--- config.mk ---
export PLATFORM = sky130hd
export DESIGN_NAME = tksc_top
export DESIGN_NICKNAME = d
export VERILOG_FILES = /design/src/hdl/tksc_pkg.sv /design/src/hdl/tksc_mod_if.sv /design/src/hdl/tksc_module.sv /design/src/hdl/tksc_top.sv
export SDC_FILE = /design/constraint.sdc
export NUM_CORES = 1
export LEC_CHECK = 0
export BUFFER_PORTS_ARGS = -buffer_cell sky130_fd_sc_hd__buf_2
export CAP_MARGIN = 20
export CORE_ASPECT_RATIO = 0.75
export CORE_MARGIN = 2
export CORE_UTILIZATION = 35
export CTS_BUF_LIST = sky130_fd_sc_hd__clkbuf_2
export DETAILED_ROUTE_END_ITERATION = 16
export SLEW_MARGIN = 20
export SYNTH_ARGS = -nofsm -noshare
export SYNTH_HDL_FRONTEND = slang
export SYNTH_SLANG_ARGS = --single-unit
--- constraint.sdc ---
create_clock -name pclk -period 3.5 [get_ports pclk]
set_input_delay 0.35 -clock pclk [delete_from_list [all_inputs] [get_ports pclk]]
set_output_delay 0.35 -clock pclk [all_outputs]
set_load 0.05 [all_outputs]
--- src/hdl/tksc_pkg.sv ---
/*
 Touch-key scan control: register map, field positions, reset values, sizes.
 Assumes a 32-bit APB register bus with one register per aligned word.
*/
package tksc_pkg;
	localparam int NMOD = 3;
	localparam int KEYS_PER_MOD = 4;
	localparam logic [7:0] ADDR_CTRL = 8'h00;
	localparam logic [7:0] ADDR_PRELOAD = 8'h04;
	localparam logic [7:0] ADDR_REF_COUNT = 8'h08;
	localparam logic [7:0] ADDR_IRQ = 8'h0c;
	localparam logic [7:0] ADDR_MOD_CTRL0 = 8'h10;
	localparam logic [7:0] ADDR_RESULT0 = 8'h20;
	localparam logic [7:0] ADDR_STRIDE = 8'h04;
	localparam int CTRL_SLOT_OVF = 6;
	localparam int CTRL_START = 5;
	localparam int CTRL_CYC_OVF = 4;
	localparam int CTRL_REF_OVF = 3;
	localparam int CTRL_SHARED = 2;
	localparam int CTRL_REF_SEL = 0;
	localparam int MC_SLOT_CLK = 7;
	localparam int MC_REF_EN = 5;
	localparam int MC_SENSE_EN = 4;
	localparam int MC_PIN_SEL = 0;
	localparam logic [7:0] CTRL_RESET = 8'h00;
	localparam logic [7:0] MOD_CTRL_RESET = 8'h00;
	localparam logic [7:0] PRELOAD_RESET = 8'h00;
	localparam logic [7:0] MOD_CTRL_MASK = 8'hbf;
	localparam logic [7:0] CTRL_MASK = 8'h7f;
	localparam logic [1:0] SLOT_DIV_SEL = 2'h2;
endpackage

--- src/hdl/tksc_mod_if.sv ---
/*
 Signals between the scan controller and one touch-key measurement module.
 Assumes all signals are synchronous to pclk.
*/
`timescale 1ns/100ps
interface tksc_mod_if;
	logic clear;
	logic clear_timer;
	logic load;
	logic run;
	logic slot_tick;
	logic sense_tick;
	logic [7:0] preload;
	logic slot_ovf;
	logic done;
	logic [15:0] cycle_count;
	logic cycle_wrap;
	modport ctl (output clear, clear_timer, load, run, slot_tick, sense_tick, preload,
		input slot_ovf, done, cycle_count, cycle_wrap);
	modport mod (input clear, clear_timer, load, run, slot_tick, sense_tick, preload,
		output slot_ovf, done, cycle_count, cycle_wrap);
endinterface

--- src/hdl/tksc_module.sv ---
/*
 One touch-key measurement module: 8+5-bit time-slot counter and cycle counter.
 Assumes slot and sense ticks are one-cycle pulses synchronous to pclk.
*/
`timescale 1ns/100ps
module tksc_module (
	input wire logic pclk,
	input wire logic presetn,
	tksc_mod_if.mod m
);
	import tksc_pkg::*;
	logic [7:0] timer_q;
	logic [4:0] slot_q;
	logic done_q;
	logic [15:0] cyc_q;
	logic tick_ok;
	logic timer_wrap;
	logic sense_ok;

	assign tick_ok = m.run & m.slot_tick & ~done_q;
	assign timer_wrap = tick_ok & (timer_q == 8'hff);
	// Wraps once per (256 - preload) x 32 slot ticks
	assign m.slot_ovf = timer_wrap & (slot_q == 5'h1f);
	assign sense_ok = m.run & ~done_q & m.sense_tick;
	assign m.cycle_wrap = sense_ok & (cyc_q == 16'hffff);
	assign m.done = done_q;
	assign m.cycle_count = cyc_q;

	always_ff @(posedge pclk or negedge presetn) begin
		if (!presetn) begin
			timer_q <= 8'h00;
		end else if (m.clear_timer) begin
			timer_q <= 8'h00;
		end else if (m.load) begin
			timer_q <= m.preload;
		end else if (timer_wrap) begin
			timer_q <= m.preload;
		end else if (tick_ok) begin
			timer_q <= timer_q + 8'h01;
		end
	end

	always_ff @(posedge pclk or negedge presetn) begin
		if (!presetn) begin
			slot_q <= 5'h00;
		end else if (m.clear || m.load) begin
			slot_q <= 5'h00;
		end else if (timer_wrap) begin
			slot_q <= slot_q + 5'h01;
		end
	end

	always_ff @(posedge pclk or negedge presetn) begin
		if (!presetn) begin
			done_q <= 1'b0;
		end else if (m.clear || m.load) begin
			done_q <= 1'b0;
		end else if (m.slot_ovf) begin
			done_q <= 1'b1;
		end
	end

	// Result is sense cycles counted inside the slot
	always_ff @(posedge pclk or negedge presetn) begin
		if (!presetn) begin
			cyc_q <= 16'h0000;
		end else if (m.clear || m.load) begin
			cyc_q <= 16'h0000;
		end else if (sense_ok) begin
			cyc_q <= cyc_q + 16'h0001;
		end
	end
endmodule // tksc_module

--- src/hdl/tksc_top.sv ---
/*
 Touch-key scan controller: APB registers, start/stop sequencing, oscillator
 enables, pin function select, overflow flags and the scan interrupt request.
 Assumes oscillator ticks arrive as one-cycle pulses synchronous to pclk.
*/
`timescale 1ns/100ps
module tksc_top (
	input wire logic pclk,
	input wire logic presetn,
	input wire logic psel,
	input wire logic penable,
	input wire logic pwrite,
	input wire logic [7:0] paddr,
	input wire logic [31:0] pwdata,
	output logic [31:0] prdata,
	output logic pready,
	output logic pslverr,
	input wire logic [tksc_pkg::NMOD-1:0] ref_osc_tick,
	input wire logic [tksc_pkg::NMOD-1:0] sense_osc_tick,
	output logic [tksc_pkg::NMOD-1:0] ref_osc_enable,
	output logic [tksc_pkg::NMOD-1:0] sense_osc_enable,
	output logic [tksc_pkg::NMOD*tksc_pkg::KEYS_PER_MOD-1:0] pin_sense_select,
	output logic scan_interrupt_request
);
	import tksc_pkg::*;

	// Divider tick: low bits of prescaler all ones for the selected ratio
	function automatic logic div_tick(input logic [2:0] pre, input logic [1:0] sel);
		logic t;
		t = 1'b0;
		case (sel)
			2'h0: t = 1'b1;
			2'h1: t = pre[0];
			2'h2: t = &pre[1:0];
			2'h3: t = &pre;
			default: t = 1'b0;
		endcase
		return t;
	endfunction

	// Register address for module n at a base
	function automatic logic [7:0] mod_addr(input logic [7:0] base, input int n);
		return base + ADDR_STRIDE * n[7:0];
	endfunction

	logic [7:0] ctrl_q;
	logic [7:0] preload_q;
	logic [7:0] mod_ctrl_q [NMOD];
	logic [15:0] result_q [NMOD];
	logic [15:0] ref_cnt_q;
	logic [2:0] pre_q;
	logic irq_q;
	logic start_prev_q;
	logic running_q;
	logic stopped_q;
	logic [31:0] prdata_q;

	logic wr;
	logic setup;
	logic start_rise;
	logic gov_ovf;
	logic sys_div4;
	logic ref_tick;
	logic ref_wrap;
	logic any_cyc_wrap;
	logic addr_hit;
	logic [NMOD-1:0] mod_slot_ovf;
	logic [NMOD-1:0] mod_done;
	logic [NMOD-1:0] mod_keys_on;
	logic [NMOD-1:0] mod_cyc_wrap;
	logic [15:0] mod_cyc [NMOD];
	logic [31:0] rd_mux;

	tksc_mod_if mif [NMOD] ();

	assign setup = psel & ~penable;
	assign wr = psel & penable & pwrite;
	assign start_rise = ctrl_q[CTRL_START] & ~start_prev_q;
	assign sys_div4 = div_tick(pre_q, SLOT_DIV_SEL);
	assign ref_tick = div_tick(pre_q, ctrl_q[CTRL_REF_SEL +: 2]);
	assign ref_wrap = running_q & ref_tick & (ref_cnt_q == 16'hffff);
	assign any_cyc_wrap = |mod_cyc_wrap;

	// Three identical modules, four keys each
	for (genvar n = 0; n < NMOD; n++) begin : g_mod
		tksc_module u_mod (
			.pclk(pclk),
			.presetn(presetn),
			.m(mif[n])
		);
		// Shared start/stop for all modules
		assign mif[n].run = running_q;
		assign mif[n].load = start_rise;
		assign mif[n].clear = ~ctrl_q[CTRL_START] | gov_ovf;
		assign mif[n].clear_timer = gov_ovf;
		assign mif[n].preload = preload_q;
		assign mif[n].sense_tick = sense_osc_tick[n] & mod_ctrl_q[n][MC_SENSE_EN];
		if (n == 0) begin : g_own
			assign mif[n].slot_tick = mod_ctrl_q[n][MC_SLOT_CLK] ? sys_div4
				: ref_osc_tick[n];
		end else begin : g_shr
			// In shared mode these modules are timed by module 0 instead
			assign mif[n].slot_tick = ~ctrl_q[CTRL_SHARED] &
				(mod_ctrl_q[n][MC_SLOT_CLK] ? sys_div4 : ref_osc_tick[n]);
		end
		assign mod_slot_ovf[n] = mif[n].slot_ovf;
		assign mod_done[n] = mif[n].done | mif[n].slot_ovf;
		assign mod_cyc_wrap[n] = mif[n].cycle_wrap;
		assign mod_cyc[n] = mif[n].cycle_count;
		assign mod_keys_on[n] = |mod_ctrl_q[n][MC_PIN_SEL +: KEYS_PER_MOD];
		// Oscillators run while enabled, halted after the slot ends
		assign ref_osc_enable[n] = mod_ctrl_q[n][MC_REF_EN] & ~stopped_q;
		assign sense_osc_enable[n] = mod_ctrl_q[n][MC_SENSE_EN] & ~stopped_q;
		assign pin_sense_select[n*KEYS_PER_MOD +: KEYS_PER_MOD] =
			mod_ctrl_q[n][MC_PIN_SEL +: KEYS_PER_MOD];
	end

	// Governing overflow: module 0 when shared, else all modules with keys on
	always_comb begin
		gov_ovf = 1'b0;
		if (running_q) begin
			if (ctrl_q[CTRL_SHARED]) begin
				gov_ovf = mod_slot_ovf[0];
			end else begin
				gov_ovf = (|mod_keys_on) & (|(mod_slot_ovf & mod_keys_on)) &
					(&(mod_done | ~mod_keys_on));
			end
		end
	end

	always_ff @(posedge pclk or negedge presetn) begin
		if (!presetn) begin
			pre_q <= 3'h0;
		end else begin
			pre_q <= pre_q + 3'h1;
		end
	end

	always_ff @(posedge pclk or negedge presetn) begin
		if (!presetn) begin
			start_prev_q <= 1'b0;
		end else begin
			start_prev_q <= ctrl_q[CTRL_START];
		end
	end

	// Measurement runs from the start edge until the governing overflow
	always_ff @(posedge pclk or negedge presetn) begin
		if (!presetn) begin
			running_q <= 1'b0;
		end else if (!ctrl_q[CTRL_START] || gov_ovf) begin
			running_q <= 1'b0;
		end else if (start_rise) begin
			running_q <= 1'b1;
		end
	end

	always_ff @(posedge pclk or negedge presetn) begin
		if (!presetn) begin
			stopped_q <= 1'b0;
		end else if (start_rise) begin
			stopped_q <= 1'b0;
		end else if (gov_ovf) begin
			stopped_q <= 1'b1;
		end
	end

	// Reference counter on the prescaled pclk tick; cleared with the others
	always_ff @(posedge pclk or negedge presetn) begin
		if (!presetn) begin
			ref_cnt_q <= 16'h0000;
		end else if (!ctrl_q[CTRL_START] || gov_ovf || start_rise) begin
			ref_cnt_q <= 16'h0000;
		end else if (running_q && ref_tick) begin
			ref_cnt_q <= ref_cnt_q + 16'h0001;
		end
	end

	// Counters are wiped at overflow, so the counts are kept here for software
	for (genvar n = 0; n < NMOD; n++) begin : g_res
		always_ff @(posedge pclk or negedge presetn) begin
			if (!presetn) begin
				result_q[n] <= 16'h0000;
			end else if (gov_ovf) begin
				result_q[n] <= mod_cyc[n];
			end
		end
	end

	// Control register; hardware set of a flag wins over a software clear
	always_ff @(posedge pclk or negedge presetn) begin
		if (!presetn) begin
			ctrl_q <= CTRL_RESET;
		end else begin
			if (wr && paddr == ADDR_CTRL) begin
				ctrl_q <= pwdata[7:0] & CTRL_MASK;
			end
			if (gov_ovf) begin
				ctrl_q[CTRL_SLOT_OVF] <= 1'b1;
			end
			if (any_cyc_wrap) begin
				ctrl_q[CTRL_CYC_OVF] <= 1'b1;
			end
			if (ref_wrap) begin
				ctrl_q[CTRL_REF_OVF] <= 1'b1;
			end
		end
	end

	always_ff @(posedge pclk or negedge presetn) begin
		if (!presetn) begin
			preload_q <= PRELOAD_RESET;
		end else if (wr && paddr == ADDR_PRELOAD) begin
			preload_q <= pwdata[7:0];
		end
	end

	for (genvar n = 0; n < NMOD; n++) begin : g_mc
		always_ff @(posedge pclk or negedge presetn) begin
			if (!presetn) begin
				mod_ctrl_q[n] <= MOD_CTRL_RESET;
			end else if (wr && paddr == mod_addr(ADDR_MOD_CTRL0, n)) begin
				mod_ctrl_q[n] <= pwdata[7:0] & MOD_CTRL_MASK;
			end
		end
	end

	// Interrupt request flag, set wins over a software write of zero
	always_ff @(posedge pclk or negedge presetn) begin
		if (!presetn) begin
			irq_q <= 1'b0;
		end else if (gov_ovf) begin
			irq_q <= 1'b1;
		end else if (wr && paddr == ADDR_IRQ) begin
			irq_q <= pwdata[0];
		end
	end

	assign scan_interrupt_request = irq_q;

	// Read mux and decode
	always_comb begin
		rd_mux = 32'h0000_0000;
		addr_hit = 1'b0;
		case (paddr)
			ADDR_CTRL: begin
				rd_mux = {24'h000000, ctrl_q};
				addr_hit = 1'b1;
			end
			ADDR_PRELOAD: begin
				rd_mux = {24'h000000, preload_q};
				addr_hit = 1'b1;
			end
			ADDR_REF_COUNT: begin
				rd_mux = {16'h0000, ref_cnt_q};
				addr_hit = 1'b1;
			end
			ADDR_IRQ: begin
				rd_mux = {31'h00000000, irq_q};
				addr_hit = 1'b1;
			end
			default: begin
				for (int n = 0; n < NMOD; n++) begin
					if (paddr == mod_addr(ADDR_MOD_CTRL0, n)) begin
						rd_mux = {24'h000000, mod_ctrl_q[n]};
						addr_hit = 1'b1;
					end
					if (paddr == mod_addr(ADDR_RESULT0, n)) begin
						rd_mux = {16'h0000, result_q[n]};
						addr_hit = 1'b1;
					end
				end
			end
		endcase
	end

	// Read data captured in the setup cycle; no wait states
	always_ff @(posedge pclk or negedge presetn) begin
		if (!presetn) begin
			prdata_q <= 32'h0000_0000;
		end else if (setup) begin
			prdata_q <= pwrite ? 32'h0000_0000 : rd_mux;
		end
	end

	assign prdata = prdata_q;
	assign pready = 1'b1;
	assign pslverr = psel & penable & ~addr_hit;
endmodule // tksc_top

## Word level (Yosys, flattened, before mapping)

Cells that the tools add are included.

| operators by class | value |
|---|---|
| equal/unequal tests | 22 |
| $add $sub $neg | 11 |
| multiplexer cells | 63 |
| bitwise gates (word level) | 57 |
| multipliers | 0 |
| reduce and logical (&&, ||, !) cells | 42 |
| $lt $le $gt $ge | 0 |
| shifts and indexed selects | 0 |
| divide/modulo/power cells | 0 |

Operators with widths:

| cell | count |
|---|---|
| 32-bit 2-to-1 mux | 6 |
| 16-bit 2-to-1 mux | 8 |
| 32-bit case mux with 4 select lines | 1 |
| 8-bit 2-to-1 mux | 13 |
| 16-bit by 1-bit adder with 16-bit output (second input constant) | 4 |
| 16-bit == test (second input constant) | 4 |
| 1-bit AND | 41 |
| 2-bit nonzero test | 16 |
| 5-bit 2-to-1 mux | 6 |
| 1-bit 2-to-1 mux | 27 |
| 8-bit by 1-bit adder with 8-bit output (second input constant) | 3 |
| 8-bit by 5-bit == test with 1-bit output (second input constant) | 3 |
| 8-bit by 6-bit == test with 1-bit output (second input constant) | 3 |
| 8-bit == test (second input constant) | 3 |
| 8-bit by 4-bit == test with 1-bit output (second input constant) | 2 |
| 4-bit OR reduction | 4 |
| 5-bit by 1-bit adder with 5-bit output (second input constant) | 3 |
| 5-bit == test (second input constant) | 3 |
| 4-bit nonzero test | 3 |
| 12-bit OR reduction | 1 |
| 1-bit inverter | 9 |
| 8-bit by 3-bit == test with 1-bit output (second input constant) | 1 |
| 8-bit zero test | 1 |
| 1-bit logical AND | 7 |
| 15 further kinds | 23 |

| word-level totals | value |
|---|---|
| input port bits | 51 |
| flip-flop bits (word level) | 229 |
| memories kept | 0 |
| bits in read-only memories | 0 |
| output and inout port bits | 53 |
| RAM bits | 0 |
| latch bits | 0 |
| logic and storage cells | 225 |

## Longest topological paths before layout

Gate-level depths: netlist (run 1).

| logic depth | value |
|---|---|
| depth in word-level cells | 16 |
| gate-level depth with buffers | 10 |
| gate-level depth less buffers | 8 |

## By module

A second synthesis (run 1) with hierarchy kept.

| unflattened totals | value |
|---|---|
| cell total of the unflattened synthesis | 1072 |
| area total of the unflattened synthesis | 11228.3 um^2 |

By module, submodules not included:

| module | area each (um^2) | cells each | sequential area each (um^2) | times used |
|---|---|---|---|---|
| tksc_top | 6109.6 | 529 | 3078.0 | 1 |
| tksc_module (g_mod[0].u_mod ...) | 1702.9 | 181 | 750.7 | 2 |
| tksc_module (g_mod[1].u_mod) | 1712.9 | 181 | 750.7 | 1 |

## Least setup slack after synthesis (run 1)

No wires, ideal clock.

| timing path | value |
|---|---|
| path kind | register to register |
| start | register pre_q[0] |
| end | register result_q[0] in the netlist's numbering |
| path slack | 971 ps |
| data required time | 3375 ps |
| stages on the path, launching flop included | 8 |
| path buffers | 1 |
| period minus slack after synthesis | 2529 ps |
| arrival time | 2404 ps |
| setup time | 125 ps |
| path through | dfrtp_1 > ha_1 > mux2i_1 > nor4_2 > a222oi_1 > o31a_1 > buf_6 > mux2_4 |

| between the ends | value |
|---|---|
| word-level cells in the longest chain between the ends | 13 |
| elaborated cells on any way between the ends | 29 |
| classes of those cells | 5 x mux; 21 x bitwise; 3 x reduce/logical |

RTL lines:

| what | RTL line | RTL |
|---|---|---|
| from (decl) | tksc_top.sv:51 | `logic [2:0] pre_q;` |
| from (signal assigned) | tksc_top.sv:135 | `pre_q <= pre_q + 3'h1;` |
| 2-bit AND reduction (*) | tksc_top.sv:34 | `2'h2: t = &pre[1:0];` |
| 1-bit 2-to-1 mux | tksc_top.sv:104 | `(mod_ctrl_q[n][MC_SLOT_CLK] ? sys_div4 : ref_osc_tick[n]);` |
| 1-bit AND | tksc_top.sv:103 | `assign mif[n].slot_tick = ~ctrl_q[CTRL_SHARED] &` |
| 1-bit AND (2 in series) | tksc_module.sv:20 | `assign tick_ok = m.run & m.slot_tick & ~done_q;` |
| 1-bit AND | tksc_module.sv:21 | `assign timer_wrap = tick_ok & (timer_q == 8'hff);` |
| 1-bit AND | tksc_module.sv:23 | `assign m.slot_ovf = timer_wrap & (slot_q == 5'h1f);` |
| 3-bit AND or 1-bit bitwise OR (tied branches) | tksc_top.sv:125, tksc_top.sv:107 |  |
| 3-bit OR reduction or 3-bit bitwise OR (tied branches) | tksc_top.sv:125, tksc_top.sv:126 |  |
| 1-bit AND or 3-bit AND reduction (tied branches) | tksc_top.sv:125, tksc_top.sv:126 |  |
| 1-bit AND | tksc_top.sv:125 | `gov_ovf = (\|mod_keys_on) & (\|(mod_slot_ovf & mod_keys_on)) &` |
| 1-bit 2-to-1 mux (*) | tksc_top.sv:122 | `if (ctrl_q[CTRL_SHARED]) begin` |
| 1-bit 2-to-1 mux (*) | tksc_top.sv:121 | `if (running_q) begin` |
| to (signal, indexed assignment) | tksc_top.sv:185 | `result_q[n] <= mod_cyc[n];` |
| to (decl) | tksc_top.sv:49 | `logic [15:0] result_q [NMOD];` |

Mark *: on every way between the ends. The rest lies on a longest branch, timed or not.
A chain may end at the register's enable or synchronous reset.

## Worst setup path after layout (run 1)

| timing path | value |
|---|---|
| start | register pre_q[0] |
| end | register result_q[32] in the netlist's numbering |

Same word-level chain as after synthesis.

==> reports/metrics.cfg, run 1 <==
[placed_design]
dpl.hpwl_um = 20300
port_buffers = 62
place_area_um2 = 11900
place.gp.congestion = 0.841

[global_routing]
grt_pass1_vias = 8373
overflow = 0
grt_max_degree = 105
antenna_found_initial = 3
grt_pass1_wl_um = 47500
grtUsageTotal_pct = 17.8

[synthesis]
synth_area_leader_cell = dfrtp_1
ys.flop_type = dfrtp_1
yosysUniqueCellTypes = 66
yosys-top-cells-area = dfrtp_1 48%, mux2_4 6.0%, nor3_1 5.4%
synth.avg_cell_area_um2 = 10.7
synth_area_um2 = 11200
synth_edf_count = 0
synth_seq_area_share_pct = 47.7
synth_async_sr_flop_share_pct = 100
yosysTopAreaCellShare_pct = 47.7
syn_inst = 1045
ys_warn_count = 0
synth-seq-cells = 213

[die]
start_util_pct = 35.7
pin_count = 104
core_um2 = 31300
die_w_um = 210
die_area_um2 = 33400
rows = 56
dieHeight_um = 159

[setup_path]
crit_cells = 7
cp_top_family = compound AO/OA/AOI/OAI gates
required_ns = 4.17
max_stage_delay_ns = 0.69
path_cells = ha_1 -> mux2i_1 -> nor4_2 -> a222oi_1 -> o31a_2 -> buf_12 -> mux2_4
path_buf_inv = 1
reg2reg_depth = 7
crit_path_end_kind = flip-flop
crit_fanout = 50
cp_slowest_cell = a222oi_1
crit_arrival_ns = 3.82
start_kind = flip-flop
path_class = flip-flop to flip-flop

[finish]
area_growth_pct = 11.6
stdcell_area_um2 = 12500
final_core_util_pct = 39.8
final_layout_size_suffix_gt1_share_pct = 23.7
layout.nets = 1200

[clock_network]
htree_levels = 2
numCtsBuffers = 56
cts_setup_buffers = 0
clock-root-buffer = clkbuf_2
clkLatencyLatePin_ns = 0.83
cts_tree = done
clk_pin_slew_worst_paths_ns = 0.11
cts_resized = 0
cts.sinks = 213
cts_buffer_depth = 3

[sta]
max_freq_mhz = 318
fin_crit_sh_pct = 89.9
finalHoldViolCount = 0
skew_ns = 0.0540
tightest_slew_ns = 0.986
tns_ns = 0
finalSetupViolations = 0
final-max-slew-violation-count = 0
max-slew-margin-rel_pct = 34.0
layout_min_cycle_time_ns = 3.15
fin_hold_ws_ns = 0.114
rsz0062_at_grt = false

[drt]
dr.first_iter.drc_count = 754
via_count = 8635
wl_per_cell_um = 18.7
drtAntennaViolNets = 0
drtPass1Iterations = 7
wl_um = 29400
drt-vias-per-instance = 5.48
remaining_drc_errors = 0

[power_and_ir_drop]
peakVddDrop_mv = 0.163
leakage_nw = 5.63
power_density_nw_per_um2 = 364

[job]
cap_viol_max_count = 0

[worst_hold_path]
hold_depth = 4
worstHoldPathType = input pin to flip-flop

[run_status]
outcome = finished clean

cells in the mapped netlist, types with 20 or more instances:
cell and instances:
nand4_1 22, nand2_1 81, inv_1 20, mux2_4 45, buf_4 29, nor2_1 46, mux2_2 42, xnor2_1 51
nand3_1 33, clkbuf_1 33, dfrtp_1 213, nor3_1 120
placed cells by master, fill, tap and decap left out, drive strengths merged, types with 19 or more instances in the layout:
master / n
nor2: 46
nand4: 22
nand3: 33
xnor2: 51
buf: 86
mux2: 87
inv: 21
nand2: 81
dfrtp: 213
nor3: 120
a21oi: 19
clkbuf: 79
layer usage:
metal / wire length [µm] / track usage, % / part of all wire [%] / vias to the layer above
met1: 14500 / 27.1 / 49 / 4268
met2: 12300 / 25.7 / 42 / 301
met4: 521 / 4.55 / 1.8 / 0
met3: 2110 / 3.22 / 7.2 / 50
li1: - / - / - / 4016
met5: 0 / 0 / 0 / -
path summary, 6_finish.rpt:
kind	to	slack [ns]	startpoint
min in group asynchronous	mod_ctrl_q[21]	0.15	presetn
worst max register to register	result_q[32]	0.35	pre_q[0]
worst min-delay path	g_mod[1].u_mod.timer_q[2]	0.11	ref_osc_tick[1]
worst max-delay path	result_q[32]	0.35	pre_q[0]
worst min register to register	pre_q[0]	0.47	pre_q[0]
max in group asynchronous	g_mod[2].u_mod.m.cycle_count[14]	2.46	presetn
cells by family after synthesis:
family | count (synthesis) | share of synthesized area [%]
simple gates | 391 | 18.3
flops | 213 | 47.7
compound gates | 149 | 10.0
mux | 105 | 11.9
buf+inv | 101 | 4.85
xor+xnor | 69 | 5.41
fa+ha+maj | 15 | 1.68
other cells | 2 | 0.0672
repair_timing:
action | CTS | global route
endpoints found under the setup margin | 0 | 0
hold buffers | 11 | 0
endpoints found under the hold margin | 142 | 0
power by group:
group | leakage, nW | internal, mW | switching [mW]
clock | 0.365 | 0.672 | 1.00
combinational | 2.32 | 0.0979 | 0.215
sequential | 2.94 | 2.50 | 0.0550
total | 5.63 | 3.27 | 1.27
stage by stage:
stage	instances	total power, mW	worst slack, ns
finish	1575	4.54	0.352
global route	1574	4.80	0.194
CTS	1573	4.61	0.391
detailed placement	1471	2.91	0.388
global placement	1471	2.90	0.483
floorplan	1060	2.78	0.971
sequential cells by signal, summed over array words and instances, names as in the netlist, 9 cells and up:
signal and cells:
prdata 16, g_mod.u_mod.m.cycle_count 48, pin_sense_select 12, mod_ctrl_q 9, result_q 48, ref_cnt_q 16
g_mod.u_mod.timer_q 24, g_mod.u_mod.slot_q 15
worst min-delay path, stage by stage:
cell	delay, ns
buf_2	0.11
mux2_2	0.17
a311oi_1	0.08
nor3_1	0.17
layout make-up:
cell class / instances / area [µm²]
Timing Repair Buffer: 97 / 698
Clock inverter: 12 / 77.6
Sequential cell: 213 / 5330
Clock buffer: 79 / 395
Antenna cell: 2 / 5.00
Tap cell: 406 / 508
Inverter: 20 / 75.1
Fill cell: 3059 / 18900
Multi-Input combinational cell: 746 / 5380
Note: power is estimated with default switching activity, not from simulation.
==> run 2: changes to the inputs <==
PLACE_DENSITY_LB_ADDON = 0.1   (was default)
==> run 2 against run 1 <==
- sequential share of layout area decreased by 0.87 points
- register-to-register slack better by 0.07 ns
- fmax is 2.4% higher
- critical path depth unchanged
- first-iteration DRC count grew 0.80%
- die area unchanged
- critical path type unchanged
- power grew 5.5%
- combinational power increased by 6.4%
- final cell count increased by 2.0%
- utilization increased by 0.83 points
- clock skew is 0.0016 ns lower
- hold slack gained 0.052 ns
- largest power group unchanged
- highest routed layer unchanged
- largest cell class unchanged
==> reports/metrics.cfg, run 2 (same netlist as run 1, synthesis figures left out) <==
[die]
start_util_pct = 35.7
dieHeight_um = 159
core_um2 = 31300
die_w_um = 210
rows = 56
die_area_um2 = 33400
pin_count = 104

[drt]
dr.first_iter.drc_count = 760
drtAntennaViolNets = 0
wl_per_cell_um = 20.2
drt-vias-per-instance = 5.32
remaining_drc_errors = 0
drtPass1Iterations = 5
wl_um = 32400
via_count = 8537

[global_routing]
grt_pass1_wl_um = 51100
antenna_found_initial = 1
grt_pass1_vias = 8498
grt_max_degree = 64
overflow = 0
grtUsageTotal_pct = 19.8

[finish]
mostFrequentLayoutCells = 213 x dfrtp_1, 120 x nor3_1, 86 x clkbuf_2
multi_input_area_um2 = 5390
final_common_cell = dfrtp_1
register_area_um2 = 5330
fill_cells = 3141
final_core_util_pct = 40.6
area_growth_pct = 14.0
layout.nets = 1220
final_layout_size_suffix_gt1_share_pct = 24.2

[setup_path]
cp_top_family = simple AND/OR/NAND/NOR gates
path_buf_inv = 2
max_stage_delay_ns = 0.60
start_kind = flip-flop
cp_slowest_cell = dfrtp_1
path_class = flip-flop to flip-flop
crit_fanout = 62
crit_arrival_ns = 3.77
crit_path_end_kind = flip-flop
path_cells = nand2b_1 -> nor4_2 -> a222oi_1 -> buf_4 -> o31ai_4 -> buf_12 -> nor3_1
required_ns = 4.19

[run_status]
outcome = finished clean

[clock_network]
numCtsBuffers = 58
htree_levels = 2
cts_setup_buffers = 0
cts_tree = done
clkLatencyLatePin_ns = 0.89
clock-root-buffer = clkbuf_2
cts_buffer_depth = 3
clk_pin_slew_worst_paths_ns = 0.10
cts.sinks = 213

[power_and_ir_drop]
power_density_nw_per_um2 = 377
peakVddDrop_mv = 0.201
leakage_nw = 5.77

[sta]
rsz0062_at_grt = false
finalHoldViolCount = 0
layout_min_cycle_time_ns = 3.07
skew_ns = 0.0524
tightest_slew_ns = 0.874
finalSetupViolations = 0
max-slew-margin-rel_pct = 41.5
tns_ns = 0
max_freq_mhz = 325
final-max-slew-violation-count = 0
fin_crit_sh_pct = 87.8
postLayoutSetupSlackWorst_ns = 0.427

[worst_hold_path]
worstHoldPathType = input pin to flip-flop

[placed_design]
dpl.hpwl_um = 21600
pre_cts_ws_ns = 0.412
place.gp.congestion = 0.815
port_buffers = 62

[job]
cap_viol_max_count = 0

run 2: metal layers:
metal  vias to the layer above  part of all wire (%)  track usage, %
met5                         -                     0               0
met3                        47                   5.0            3.80
met4                         0                   2.0            5.71
met1                      4219                    53            31.3
met2                       202                    40            26.7
li1                       4069                     -               -
run 2: worst paths after layout:
kind	startpoint	end	slack [ns]	cells past startpoint
worst max register to register	mif[0].run	ref_cnt_q[3]	0.43	7
worst min-delay path	sense_osc_tick[0]	g_mod[0].u_mod.m.cycle_count[0]	0.17	4
max in group asynchronous	presetn	g_mod[0].u_mod.timer_q[0]	2.42	4
worst min register to register	pre_q[1]	pre_q[1]	0.48	1
min in group asynchronous	presetn	ref_cnt_q[6]	0.65	4
worst max-delay path	mif[0].run	ref_cnt_q[3]	0.43	7
run 2: metrics by stage:
stage                     hold WS, ns  instance area, µm²  total power [mW]  instances
after CTS                     0.00273               12700              4.91       1605
after detailed placement        0.349               11900              2.91       1476
after global routing           0.0919               12700              5.08       1606
after floorplan                0.0544               11200              2.78       1060
after global placement          0.351               11900              2.91       1476
final                           0.166               12700              4.79       1606
run 2: report_power, final:
group	switching, mW	internal (mW)	total (mW)
Clock	1.10	0.804	1.90
Sequential	0.0571	2.50	2.56
Combinational	0.222	0.111	0.333
Total	1.38	3.42	4.79
run 2: layout make-up:
class,count,share of cell area [%]
diodes,1,0.0197
clock buffers,86,3.38
clock inverters,19,1.00
inverters,20,0.590
multi-input cells,746,42.3
flip-flops and latches,213,41.9
well taps,406,3.99
repair buffers,115,6.84
run 2: worst min-delay path, cell delays in order:
cell and delay [ns]:
buf_2 0.10, and4b_1 0.33, xnor2_1 0.18, nor3_1 0.04
run 2: what timing repair did:
| item | CTS | global route |
|---|---|---|
| resized for setup | 0 | 0 |
| endpoints found under the hold margin | 271 | 0 |
| setup endpoints to repair | 0 | 0 |
| hold buffers | 24 | 0 |
==> run 3: changes to the inputs <==
CTS_BUF_LIST = default   (was sky130_fd_sc_hd__clkbuf_2)
RECOVER_POWER = 50   (was default)
clock period = 3.4 ns   (was 3.5 ns; I/O delays follow)
==> run 3 against run 2 <==
- the run now ends with max-capacitance violations, max-slew violations left
- final area fell by 0.37%
- utilization fell by 0.15 points
- die area did not move
- critical path depth rose by 2
- hold slack got worse by 0.13 ns
- register-to-register slack barely moved
- sequential power rose by 3%
- flip-flop and latch count did not move
- sequential share of layout area rose by 0.16 points
- critical path type unchanged
==> reports/metrics.cfg, run 3 (same netlist as run 1, synthesis figures left out) <==
[run_status]
outcome = complete, but fails checks
violations = max-capacitance violations, max-slew violations

[power_and_ir_drop]
seqPwrFrac_pct = 47.1
cellInternalPower_mw = 4.25
power_mw = 5.61
swShare_pct = 24.2
power_density_nw_per_um2 = 442
peakVddDrop_mv = 0.252
p_sw_mw = 1.36
leakage_nw = 5.57
pwr-share-comb_pct = 5.7
pwr-share-clk_pct = 47.3

[global_routing]
antenna_found_initial = 0
overflow = 0
grt_pass1_vias = 7987
grt_pass1_wl_um = 48900
grt_max_degree = 87
grtUsageTotal_pct = 18.8

[setup_path]
path_cells = ha_1 -> and3_1 -> ha_1 -> nand4_1 -> nor4_2 -> o22ai_1 -> o31a_2 -> buf_4 -> mux2_4
max_stage_delay_ns = 0.45
crit_path_end_kind = flip-flop
path_buf_inv = 1
start_kind = flip-flop
cp_slowest_cell = nor4_2
path_class = flip-flop to flip-flop
required_ns = 3.81
cp_top_family = simple AND/OR/NAND/NOR gates
crit_fanout = 32
crit_arrival_ns = 3.37
path_common_cell = ha_1

[sta]
finalSetupViolations = 0
finalHoldViolCount = 0
max_freq_mhz = 338
tightest_slew_ns = 2.31
rsz0062_at_grt = false
fin_crit_sh_pct = 87.1
skew_ns = 0.0132
layout_min_cycle_time_ns = 2.96
postLayoutSetupSlackWorst_ns = 0.437
max-slew-margin-rel_pct = -53.8
final-max-slew-violation-count = 85
tns_ns = 0

[placed_design]
place.gp.congestion = 0.788
pre_cts_ws_ns = 0.430
port_buffers = 62
dpl.hpwl_um = 21600

[drt]
dr.first_iter.drc_count = 800
wl_um = 31300
drtPass1Iterations = 7
drtAntennaViolNets = 0
drt-vias-per-instance = 5.45
wl_per_cell_um = 20.6
remaining_drc_errors = 0
via_count = 8289

[die]
start_util_pct = 35.7
die_w_um = 210
rows = 56
die_area_um2 = 33400
core_um2 = 31300
pin_count = 104
dieHeight_um = 159

[clock_network]
clkLatencyLatePin_ns = 0.53
cts_resized = 0
clock-root-buffer = clkbuf_16
numCtsBuffers = 25
cts_buffer_depth = 3
cts.sinks = 213
clk_pin_slew_worst_paths_ns = 0.06
cts_tree = done
htree_levels = 1

[finish]
register_area_um2 = 5330
area_growth_pct = 13.5
fill_cells = 3029
mostFrequentLayoutCells = 213 x dfrtp_1, 120 x nor3_1, 80 x nand2_1
final_layout_size_suffix_gt1_share_pct = 20.2
layout.nets = 1164
antenna_cells = 0
multi_input_area_um2 = 5390
final_common_cell = dfrtp_1

[worst_hold_path]
worstHoldPathType = input pin to flip-flop

[job]
cap_viol_max_count = 1

run 3: cell type report:
cell class / count / share of cell area, %
multi-input cells: 746 / 42.5
inverters: 20 / 0.592
clock buffers: 36 / 5.81
clock inverters: 9 / 0.602
repair buffers: 92 / 4.50
well taps: 406 / 4.01
flip-flops and latches: 213 / 42.0
run 3: layer usage:
layer	vias to the layer above	wire, µm	global-route usage (%)
met2	206	12500	25.5
met4	0	456	3.13
met5	-	0	0
li1	3911	-	-
met1	4144	16700	31.1
met3	28	1670	2.83
run 3: repair_timing:
| action | CTS | global route |
|---|---|---|
| hold endpoints to repair | 84 | 0 |
| buffers inserted | 0 | 0 |
| hold buffers | 1 | 0 |
run 3: power by group through the flow:
stage          Clock, mW  Sequential (mW)  Combinational [mW]
6_report            2.65             2.64               0.317
5_1_grt             2.83             2.64               0.357
4_1_cts             2.73             2.64               0.324
3_5_place_dp           0             2.68               0.321
3_3_place_gp           0             2.68               0.318
2_1_floorplan          0             2.67               0.201
run 3: path summary, 6_finish.rpt:
kind                                          start                              end  slack (ns)  cells past startpoint
setup / recovery           g_mod[0].u_mod.slot_q[0]                     result_q[38]        0.44                      9
hold / removal                               pwrite                        prdata[5]        0.03                      2
setup reg to reg           g_mod[0].u_mod.slot_q[0]                     result_q[38]        0.44                      9
hold reg to reg                            pre_q[0]                         pre_q[0]        0.46                      1
max in group asynchronous                   presetn  g_mod[0].u_mod.m.cycle_count[6]        1.00                      2
min in group asynchronous                   presetn              pin_sense_select[4]        1.01                      2
run 3: metrics by stage:
stage	hold WS [ns]	instances	utilization [%]	area (µm²)
floorplan	0.0444	1060	-	11200
global placement	0.399	1476	38.0	11900
detailed placement	0.396	1476	38.0	11900
CTS	0.0112	1522	40.6	12700
global route	0.0476	1522	40.5	12700
finish	0.0347	1522	40.5	12700
